`config.mk`:
```
export PLATFORM = sky130hd
export DESIGN_NAME = eeprom_host
export DESIGN_NICKNAME = d
export VERILOG_FILES = /design/src/hdl/eeprom_host_pkg.sv /design/src/hdl/eeprom_host.sv
export VERILOG_INCLUDE_DIRS = /design/src /design/src/hdl
export SDC_FILE = /design/constraint.sdc
export NUM_CORES = 1
export LEC_CHECK = 0
export BUFFER_PORTS_ARGS = -buffer_cell sky130_fd_sc_hd__buf_2
export CORE_MARGIN = 1
export CORE_UTILIZATION = 53
export CTS_BUF_LIST = sky130_fd_sc_hd__clkbuf_4
export DETAILED_ROUTE_END_ITERATION = 10
export PLACE_DENSITY_LB_ADDON = 0.15
export SKIP_CTS_REPAIR_TIMING = 1
export SLEW_MARGIN = 20
export SYNTH_ARGS = -nofsm -noshare
export SYNTH_HDL_FRONTEND = slang
export SYNTH_SLANG_ARGS = --single-unit
```
`constraint.sdc`:
```
create_clock -name sys_clk_i -period 2.2 [get_ports sys_clk_i]
set_input_delay 0.44 -clock sys_clk_i [delete_from_list [all_inputs] [get_ports sys_clk_i]]
set_output_delay 0.44 -clock sys_clk_i [all_outputs]
set_load 0.03 [all_outputs]
```
`src/hdl/eeprom_host_map.svh`:
```
// constants for the byte-wide eeprom host controller
`ifndef EEPROM_HOST_MAP_SVH
`define EEPROM_HOST_MAP_SVH
`define CLK_MHZ 40
`define ADDR_W 17
`define DATA_W 8
`define PAGE_BYTES 128
`define PAGE_LSB 6
`define BYTE_LOAD_US 100
`define BYTE_LOAD_CYC ((`BYTE_LOAD_US * `CLK_MHZ) * 3 / 4)
`define PROG_MAX_MS 5
`define PROG_MAX_CYC (`PROG_MAX_MS * 1000 * `CLK_MHZ)
`define STROBE_CYC 4
`define POLL_BIT 7
`define TOGGLE_BIT 6
`define DIE_SEL_LSB 15
`endif

```
`src/hdl/eeprom_host_pkg.sv`:
```
// types for the byte-wide eeprom host controller
package eeprom_host_pkg;
   typedef enum logic [2:0] {
      ST_IDLE,
      ST_RD_LOW,
      ST_WR_LOW,
      ST_WR_GAP,
      ST_POLL_LOW,
      ST_POLL_GAP,
      ST_DONE
   } host_state_t;
endpackage : eeprom_host_pkg

```
`src/hdl/eeprom_host.sv`:
```
// host controller driving a byte-wide eeprom over its strobes
`timescale 1ns/10ps
`include "eeprom_host_map.svh"

// How it works
// - chip select low only during an access
// - write: chip and write low, output high
// - page holds one to 128 bytes
// - page bits six up stay fixed
// - next byte within 75 us of previous
module eeprom_host
   import eeprom_host_pkg::*;
#(
   parameter int PROG_MAX_CYC = `PROG_MAX_CYC,
   parameter int BYTE_LOAD_CYC = `BYTE_LOAD_CYC
) (
   input wire logic sys_clk_i,
   input wire logic nrst_i,
   input wire logic clk_en_i,
   input wire logic req_valid_i,
   input wire logic req_write_i,
   input wire logic req_last_i,
   input wire logic [`ADDR_W-1:0] req_addr_i,
   input wire logic [`DATA_W-1:0] req_wdata_i,
   output logic req_ready_o,
   output logic rsp_valid_o,
   output logic [`DATA_W-1:0] rsp_rdata_o,
   output logic prog_timeout_o,
   output logic busy_o,
   output logic [`ADDR_W-1:0] byte_address_o,
   output logic chip_sel_n_o,
   output logic out_en_n_o,
   output logic write_en_n_o,
   input wire logic [`DATA_W-1:0] data_bus_i,
   output logic [`DATA_W-1:0] data_bus_o,
   output logic data_bus_oe_o
);

   // =====================================================
   // state
   host_state_t state_reg, state_next;
   logic [22:0] cnt_reg, cnt_next;
   logic [22:0] gap_reg, gap_next;
   logic [7:0] page_cnt_reg, page_cnt_next;
   logic [`ADDR_W-1:0] addr_reg, addr_next;
   logic [`DATA_W-1:0] wdata_reg, wdata_next;
   logic [`DATA_W-1:0] rdata_reg, rdata_next;
   logic rsp_reg, rsp_next;
   logic tmo_reg, tmo_next;
   logic [`ADDR_W-1:`PAGE_LSB] page_reg, page_next;
   // high for one cycle after the write strobe rises
   logic wr_hold_reg;

   // =====================================================
   // decode
   wire strobe_done = (cnt_reg == 23'(`STROBE_CYC - 1));
   wire idle_accept = (state_reg == ST_IDLE) && req_valid_i;
   wire gap_accept = (state_reg == ST_WR_GAP) && req_valid_i && req_write_i
      && (req_addr_i[`ADDR_W-1:`PAGE_LSB] == page_reg)
      && (page_cnt_reg < 8'(`PAGE_BYTES));
   wire gap_expired = (gap_reg >= 23'(BYTE_LOAD_CYC - 1));
   wire poll_match = (data_bus_i[`POLL_BIT] == wdata_reg[`POLL_BIT]);
   wire write_phase = (state_reg == ST_WR_LOW);
   wire read_phase = (state_reg == ST_RD_LOW) || (state_reg == ST_POLL_LOW);

   assign req_ready_o = (state_reg == ST_IDLE) || gap_accept;
   assign busy_o = (state_reg != ST_IDLE);
   assign rsp_valid_o = rsp_reg;
   assign rsp_rdata_o = rdata_reg;
   assign prog_timeout_o = tmo_reg;
   // die select bits pass untouched along with the rest of the address
   assign byte_address_o = addr_reg;
   assign chip_sel_n_o = !(write_phase || read_phase);
   assign out_en_n_o = !read_phase;
   assign write_en_n_o = !write_phase;
   assign data_bus_o = wdata_reg;
   // data stays driven one cycle past the rising strobe, so the device
   // latches settled data rather than a bus that is already turning round
   assign data_bus_oe_o = !(write_phase || wr_hold_reg);

   // =====================================================
   // next state
   always_comb begin
      state_next = state_reg;
      cnt_next = cnt_reg;
      gap_next = gap_reg;
      page_cnt_next = page_cnt_reg;
      addr_next = addr_reg;
      wdata_next = wdata_reg;
      rdata_next = rdata_reg;
      page_next = page_reg;
      rsp_next = 1'b0;
      tmo_next = tmo_reg;
      unique case (state_reg)
         ST_IDLE: begin
            cnt_next = '0;
            if (idle_accept) begin
               addr_next = req_addr_i;
               wdata_next = req_wdata_i;
               page_next = req_addr_i[`ADDR_W-1:`PAGE_LSB];
               tmo_next = 1'b0;
               page_cnt_next = 8'h01;
               gap_next = '0;
               state_next = req_write_i ? ST_WR_LOW : ST_RD_LOW;
            end
         end
         ST_RD_LOW: begin
            cnt_next = cnt_reg + 23'h1;
            if (strobe_done) begin
               rdata_next = data_bus_i;
               rsp_next = 1'b1;
               state_next = ST_IDLE;
            end
         end
         ST_WR_LOW: begin
            cnt_next = cnt_reg + 23'h1;
            gap_next = gap_reg + 23'h1;
            if (strobe_done) begin
               cnt_next = '0;
               state_next = ST_WR_GAP;
            end
         end
         ST_WR_GAP: begin
            gap_next = gap_reg + 23'h1;
            if (gap_accept) begin
               addr_next = req_addr_i;
               wdata_next = req_wdata_i;
               page_cnt_next = page_cnt_reg + 8'h01;
               gap_next = '0;
               state_next = ST_WR_LOW;
            end else if (gap_expired || req_last_i ||
                         page_cnt_reg == 8'(`PAGE_BYTES)) begin
               cnt_next = '0;
               state_next = ST_POLL_GAP;
            end
         end
         ST_POLL_GAP: begin
            cnt_next = cnt_reg + 23'h1;
            if (cnt_reg >= 23'(PROG_MAX_CYC)) begin
               tmo_next = 1'b1;
               state_next = ST_DONE;
            end else if (cnt_reg[1:0] == 2'h3) begin
               state_next = ST_POLL_LOW;
            end
         end
         ST_POLL_LOW: begin
            cnt_next = cnt_reg + 23'h1;
            if (cnt_reg[1:0] == 2'h3) begin
               state_next = poll_match ? ST_DONE : ST_POLL_GAP;
            end
         end
         ST_DONE: begin
            rsp_next = 1'b1;
            state_next = ST_IDLE;
         end
         default: state_next = ST_IDLE;
      endcase
   end

   // =====================================================
   // registers
   always_ff @(posedge sys_clk_i) begin
      if (!nrst_i) begin
         state_reg <= ST_IDLE;
         cnt_reg <= '0;
         gap_reg <= '0;
         page_cnt_reg <= '0;
         addr_reg <= '0;
         wdata_reg <= '0;
         rdata_reg <= '0;
         page_reg <= '0;
         rsp_reg <= 1'b0;
         tmo_reg <= 1'b0;
         wr_hold_reg <= 1'b0;
      end else if (clk_en_i) begin
         state_reg <= state_next;
         cnt_reg <= cnt_next;
         gap_reg <= gap_next;
         page_cnt_reg <= page_cnt_next;
         addr_reg <= addr_next;
         wdata_reg <= wdata_next;
         rdata_reg <= rdata_next;
         page_reg <= page_next;
         rsp_reg <= rsp_next;
         tmo_reg <= tmo_next;
         wr_hold_reg <= write_phase;
      end
   end

   // =====================================================
   // checks
   no_oe_write_a: assert property (@(posedge sys_clk_i) disable iff (!nrst_i)
      !write_en_n_o |-> out_en_n_o && !chip_sel_n_o)
      else $error("write strobe with output enable low");
   bus_release_a: assert property (@(posedge sys_clk_i) disable iff (!nrst_i)
      !out_en_n_o |-> data_bus_oe_o)
      else $error("host drives bus during read");
   cs_idle_a: assert property (@(posedge sys_clk_i) disable iff (!nrst_i)
      (state_reg == ST_IDLE) |-> chip_sel_n_o)
      else $error("chip select low while idle");
   page_same_a: assert property (@(posedge sys_clk_i) disable iff (!nrst_i)
      $fell(write_en_n_o) && $past(state_reg) == ST_WR_GAP
      |-> byte_address_o[`ADDR_W-1:`PAGE_LSB] == page_reg)
      else $error("page address changed inside page");
   page_len_a: assert property (@(posedge sys_clk_i) disable iff (!nrst_i)
      page_cnt_reg <= 8'(`PAGE_BYTES))
      else $error("page longer than allowed");
   gap_bound_a: assert property (@(posedge sys_clk_i) disable iff (!nrst_i)
      state_reg == ST_WR_GAP |-> gap_reg < 23'(BYTE_LOAD_CYC))
      else $error("byte load gap too long");
   wdata_hold_a: assert property (@(posedge sys_clk_i) disable iff (!nrst_i)
      clk_en_i && !write_en_n_o && $past(!write_en_n_o) |-> $stable(data_bus_o))
      else $error("write data moved during strobe");
   data_hold_a: assert property (@(posedge sys_clk_i) disable iff (!nrst_i)
      $rose(write_en_n_o) |-> !data_bus_oe_o && $stable(data_bus_o))
      else $error("write data released with strobe");
   addr_hold_a: assert property (@(posedge sys_clk_i) disable iff (!nrst_i)
      !chip_sel_n_o && $past(!chip_sel_n_o) |-> $stable(byte_address_o))
      else $error("address moved during strobe");

endmodule : eeprom_host

```
**After elaboration in Yosys (flattened, before gate mapping)**

Index checks and enable logic that the tools add are counted.

- Word-level logic and storage cells: 99
- Flip-flop bits (word level): 104
- Output and inout port bits: 41
- Input port bits: 39

- Magnitude comparators: 3
- Add/subtract/negate cells: 3
- Reductions and logical operators: 29
- Multiplexer cells: 32
- Equality and inequality tests: 21

Operators with widths:

| cell | number |
|---|---|
| 23-bit 2-to-1 mux | 5 |
| 23-bit one-hot mux with 4 select lines | 1 |
| 23-bit one-hot mux with 3 select lines | 1 |
| 23-bit by 1-bit adder with 23-bit output (second input constant) | 2 |
| 17-bit 2-to-1 mux | 2 |
| 17-bit one-hot mux with 2 select lines | 1 |
| 8-bit 2-to-1 mux | 4 |
| 8-bit one-hot mux with 2 select lines | 2 |
| 3-bit 2-to-1 mux | 8 |
| 23-bit by 2-bit == test with 1-bit output (second input constant) | 1 |
| 23-bit by 12-bit greater-or-equal comparator with 1-bit output (second input constant) | 1 |
| 23-bit by 18-bit greater-or-equal comparator with 1-bit output (second input constant) | 1 |
| 3-bit one-hot mux with 6 select lines | 1 |
| 2-bit inequality test (second input constant) | 6 |
| 4-bit AND reduction | 3 |
| 11-bit == test | 1 |
| 3-bit == test (second input constant) | 3 |
| 3-bit AND reduction | 3 |
| 8-bit by 1-bit adder with 8-bit output (second input constant) | 1 |
| 8-bit == test (second input constant) | 1 |
| 8-bit < comparator (second input constant) | 1 |
| 7-bit AND reduction | 1 |
| 3-bit by 2-bit == test with 1-bit output (second input constant) | 2 |
| 1-bit logical OR | 6 |
| other kinds (16) | 30 |

**Depth between registers and ports, before layout**

- Depth after elaboration: 7
- Depth in mapped cells: 10

**Worst setup path after synthesis**

Ideal clock, no wire load.

- Path type: reg2reg
- Start point: reg state_reg[0]
- End point: reg page_cnt_reg[7]
- Path slack: -0.048 ns
- Library setup time: 0.121 ns
- Buffers on the path: 3
- Clock period less this slack: 2.248 ns
- Arrival time: 2.127 ns
- Stages on the path, launching flop included: 10
- Cells stage by stage: dfxtp_1 > buf_2 > nor3_2 > clkinv_1 > o21ai_1 > a21oi_1 > buf_4 > buf_4 > a31oi_1 > nor2_1

- Cells in the longest elaborated chain, start to end: 7
- Elaborated cells between the ends (all ways): 12
- Classes of those cells: eq/ne: 3; mux: 1; reduce/logical: 8

Ends and longest elaborated chain:

| element | RTL line | text |
|---|---|---|
| start: declaration | eeprom_host.sv:41 | `host_state_t state_reg, state_next;` |
| start signal: assignment | eeprom_host.sv:176 | `state_reg <= state_next;` |
| 3-bit by 2-bit == test with 1-bit output | eeprom_host.sv:58, eeprom_host.sv:94 |  |
| 1-bit logical AND (4 in series) | eeprom_host.sv:58 | `wire gap_accept = (state_reg == ST_WR_GAP) && req_valid_i && req_write_i` |
| 2-bit inequality test (no source line) | n/a |  |
| 4-bit AND reduction (no source line) | n/a |  |
| end signal: assignment | eeprom_host.sv:179 | `page_cnt_reg <= page_cnt_next;` |
| end: declaration | eeprom_host.sv:44 | `logic [7:0] page_cnt_reg, page_cnt_next;` |

Several ways; a longest one is shown, not always the timed one.
A chain may end at the register's enable or synchronous reset.

**Final worst setup path**

- Start point: reg state_reg[2]
- End point: out req_ready_o

- Cells in the longest elaborated chain, start to end: 6
- Elaborated cells between the ends (all ways): 7
- Classes of those cells: eq/ne: 1; reduce/logical: 6

Ends and longest elaborated chain:

| element | RTL line | text |
|---|---|---|
| 3-bit by 2-bit == test with 1-bit output | eeprom_host.sv:58 |  |
| 1-bit logical AND (4 in series) | eeprom_host.sv:58 |  |
| 1-bit logical OR * | eeprom_host.sv:66 | `assign req_ready_o = (state_reg == ST_IDLE) \|\| gap_accept;` |
| end: declaration | eeprom_host.sv:25 | `output logic req_ready_o,` |

Every way passes the cells marked *; elsewhere a longest branch is shown, timed or not.

==> results.yml <==
critical_path:
  r2r_cells: 7
  regToRegStartpoint: "gap_reg[14]"
  max_stage_delay_ns: 0.39
  rrSetupSlack_ns: 0.06
  crit_path_max_fanout: 4
  worst_path_max_delay_cell: "dfxtp_4"
  worst_ep_arrival_time_ns: 1.81
  cp-start-kind: "flip-flop"
  endpoint_kind: "output pin"
  cpMostUsedCell: "buf_6"
  criticalPathCategory: "flip-flop to output pin"
  cp_cell_sequence: "nand3b_1, nor4_2, nand4_1, buf_6, nand2_2, buf_6"
  r2r_end: "cnt_reg[13]"
  critPathRequiredTime_ns: 1.76
hold_path:
  min_delay_worst_endpoint: "rsp_rdata_o[0]"
  worstHoldStart: "data_bus_i[0]"
  hold_depth: 3
  min_path_type: "input pin to flip-flop"
floorplanning:
  std_cell_rows: 36
  chipWidth_um: 102
  die_area_mm2: 0.0104
  start_util: 0.542
  core_area_mm2: 0.00973
  ios: 80
  dieHeight_um: 102
sta:
  grt_setup_unrepaired: "true"
  max_slew_margin: 0.588
  slew_violations: 0
  tns_ns: -0.0502
  final.setup.worst_slack_ns: -0.0502
  max_freq_mhz: 444
  setup_viol: 1
  finalCritPeriodShare: 1.02
  fin_skew_ns: 0.0218
  hold_violations: 0
  period_minus_slack_ns: 2.25
  worstMarginPinSlew_ns: 0.618
routing:
  wl_mm: 13.6
  vias_per_cell: 5.69
  num_vias: 4979
  post_drt_wl_per_cell_um: 15.5
  drc: 0
  dr.first_iter.drc_count: 234
  antenna_left: 0
  dr.pass1.iters: 6
cells_and_area:
  drive_gt1_frac: 0.288
  postLayoutCellArea_mm2: 0.00656
  synthToLayoutAreaGrowth_pct: 24.5
  final_common_cell: "nor2_1"
  layout_common_cells: "nor2_1 (102), dfxtp_1 (96), buf_2 (77)"
  num-fill-cells: 821
  diodes: 0
  fin_cells: 875
  fin_nets: 784
outcome:
  status: "complete, but fails checks"
  violations: "setup timing"
power:
  power_uw: 4000
  power_leakage_uw: 0.00254
  p_per_area_mw_per_mm2: 609
  vdd_drop_max_uv: 524
synthesis:
  avgSynthCellArea_um2: 8.62
  synthDistinctLibCells: 61
  syn_inst: 612
  synth_top_family_by_area: "simple AND/OR/NAND/NOR gates"
  ys_seq_area_frac: 0.395
  synth_compound_area_frac: 0.120
  synth_mux_area_frac: 0.0987
  synth_simple_gate_area_frac: 0.260
  synth_edf_count: 0
  syn_area_mm2: 0.00527
  ys_async_sr_fraction: 0
  synth_flop_cell: "dfxtp_1"
  synth-adder-area-share: 0.0190
  synth_fp_nets: 659
  synthXorXnorAreaFrac: 0.0681
  ys_ff_latch: 104
  yosys_warnings: 0
clock_tree:
  clock_path_buffers: 2
  cts_tree: "done"
  cts.clk_slew.worst_paths_ns: 0.18
  clock-sinks: 104
  root_buffer: "clkbuf_4"
  htree_levels: 3
  cts_made_buffers: 9
  clk_latency_ns: 0.49
placed_design:
  portBuffers: 79
  detailed_place_hpwl_mm: 9.52
  routabilityCongestion: 0.928
  placed_cell_area_mm2: 0.00608
  placed_cells: 844
global_routing:
  grt_max_degree: 57
  grt_pass1_wl_mm: 21.9
  grt.total_usage: 0.271
  grt_overflow: 0
  grt_pass1_vias: 4691
  antenna_found_initial: 0
flow_run:
  drv_cap: 0
## routing by layer
| layer | up-vias | track usage | wire, um | share of wire |
|---|---|---|---|---|
| met5 | - | 0 | 0 | 0 |
| met4 | 0 | 0.115 | 233 | 0.017 |
| met3 | 18 | 0.0773 | 851 | 0.063 |
| met2 | 167 | 0.452 | 6670 | 0.49 |
| met1 | 2347 | 0.327 | 5810 | 0.43 |
| li1 | 2447 | - | - | - |
## per-stage QoR
stage                     hold slack, ns  setup WS (ns)   util
after floorplan                    0.450         0.0215      -
after global placement             0.469         0.0341  0.624
after detailed placement           0.476        -0.0310  0.624
after CTS                          0.134         -0.389  0.637
after global routing               0.140         -0.142  0.675
final                              0.170        -0.0502  0.675
## power breakdown
part           internal (uW)  switching (uW)  total [uW]
Clock                    255             707         962
Combinational            413             610        1020
Sequential              1960            51.8        2010
## cell type report
type / count / area (um2) / share of cell area
clock buffer: 9 / 67.6 / 0.0103
clock inverter: 7 / 58.8 / 0.00896
inverter: 17 / 67.6 / 0.0103
multi-input combinational: 464 / 3170 / 0.483
sequential: 104 / 2100 / 0.320
tap: 133 / 166 / 0.0254
timing repair buffer: 141 / 935 / 0.142
## worst max-delay path, delay by kind of cell (launching register included)
family	cells	cell delay, ns
buf+inv	2	0.28
flops	1	0.39
simple gates	4	0.64
## synthesized netlist by cell type (2+ instances only)
master | n | area, um2
xnor2_1 | 11 | 96.3
buf_1 | 4 | 15.0
nor3_1 | 26 | 130
and4_1 | 5 | 43.8
ha_1 | 8 | 100
a22oi_1 | 3 | 22.5
o21a_1 | 4 | 30.0
xor2_1 | 30 | 263
o221a_2 | 3 | 33.8
nand2_1 | 47 | 176
dfxtp_1 | 104 | 2080
nand3b_1 | 2 | 15.0
a21o_1 | 2 | 15.0
clkbuf_1 | 15 | 56.3
a211oi_2 | 3 | 37.5
or4b_1 | 2 | 20.0
or3_1 | 3 | 18.8
nand4_1 | 16 | 100
nand2b_1 | 4 | 25.0
o211ai_1 | 4 | 30.0
and3_1 | 6 | 37.5
inv_1 | 16 | 60.1
mux2i_1 | 52 | 521
a211oi_1 | 7 | 52.6
nand3_1 | 25 | 125
buf_2 | 3 | 15.0
a311oi_1 | 3 | 26.3
buf_6 | 4 | 45.0
nor4b_1 | 2 | 17.5
o21ai_0 | 14 | 70.1
nor3b_1 | 4 | 30.0
nand4b_1 | 2 | 17.5
nor3_2 | 2 | 20.0
a21oi_1 | 11 | 55.1
nor2b_1 | 4 | 25.0
nor2_1 | 103 | 387
a31oi_1 | 13 | 81.3
buf_4 | 2 | 15.0
nor4_1 | 14 | 87.6
or4_1 | 2 | 15.0
o31ai_1 | 6 | 45.0
o21ai_2 | 2 | 17.5
## worst max-delay path by stage
stage                    from                end  slack, ns  cells past startpoint
2_1_floorplan    state_reg[2]         gap_reg[5]       0.02                     10
3_3_place_gp    req_addr_i[8]  byte_address_o[0]       0.03                      9
3_5_place_dp   req_addr_i[11]  byte_address_o[0]      -0.03                      9
4_1_cts          state_reg[1]        req_ready_o      -0.39                      6
5_1_grt          state_reg[2]        req_ready_o      -0.14                      6
6_report         state_reg[2]        req_ready_o      -0.05                      6
## kinds of logic (layout without fill, tap and decap cells)
logic type | Yosys count | after routing
and+or+nand+nor | 277 | 278
DFF | 104 | 104
AOI/OAI and AO/OA | 85 | 85
muxes | 52 | 52
buffers and inverters | 45 | 174
xor gates and xnor gates | 41 | 41
adders and majority gates | 8 | 8
Power figures use the tool's default switching activity.
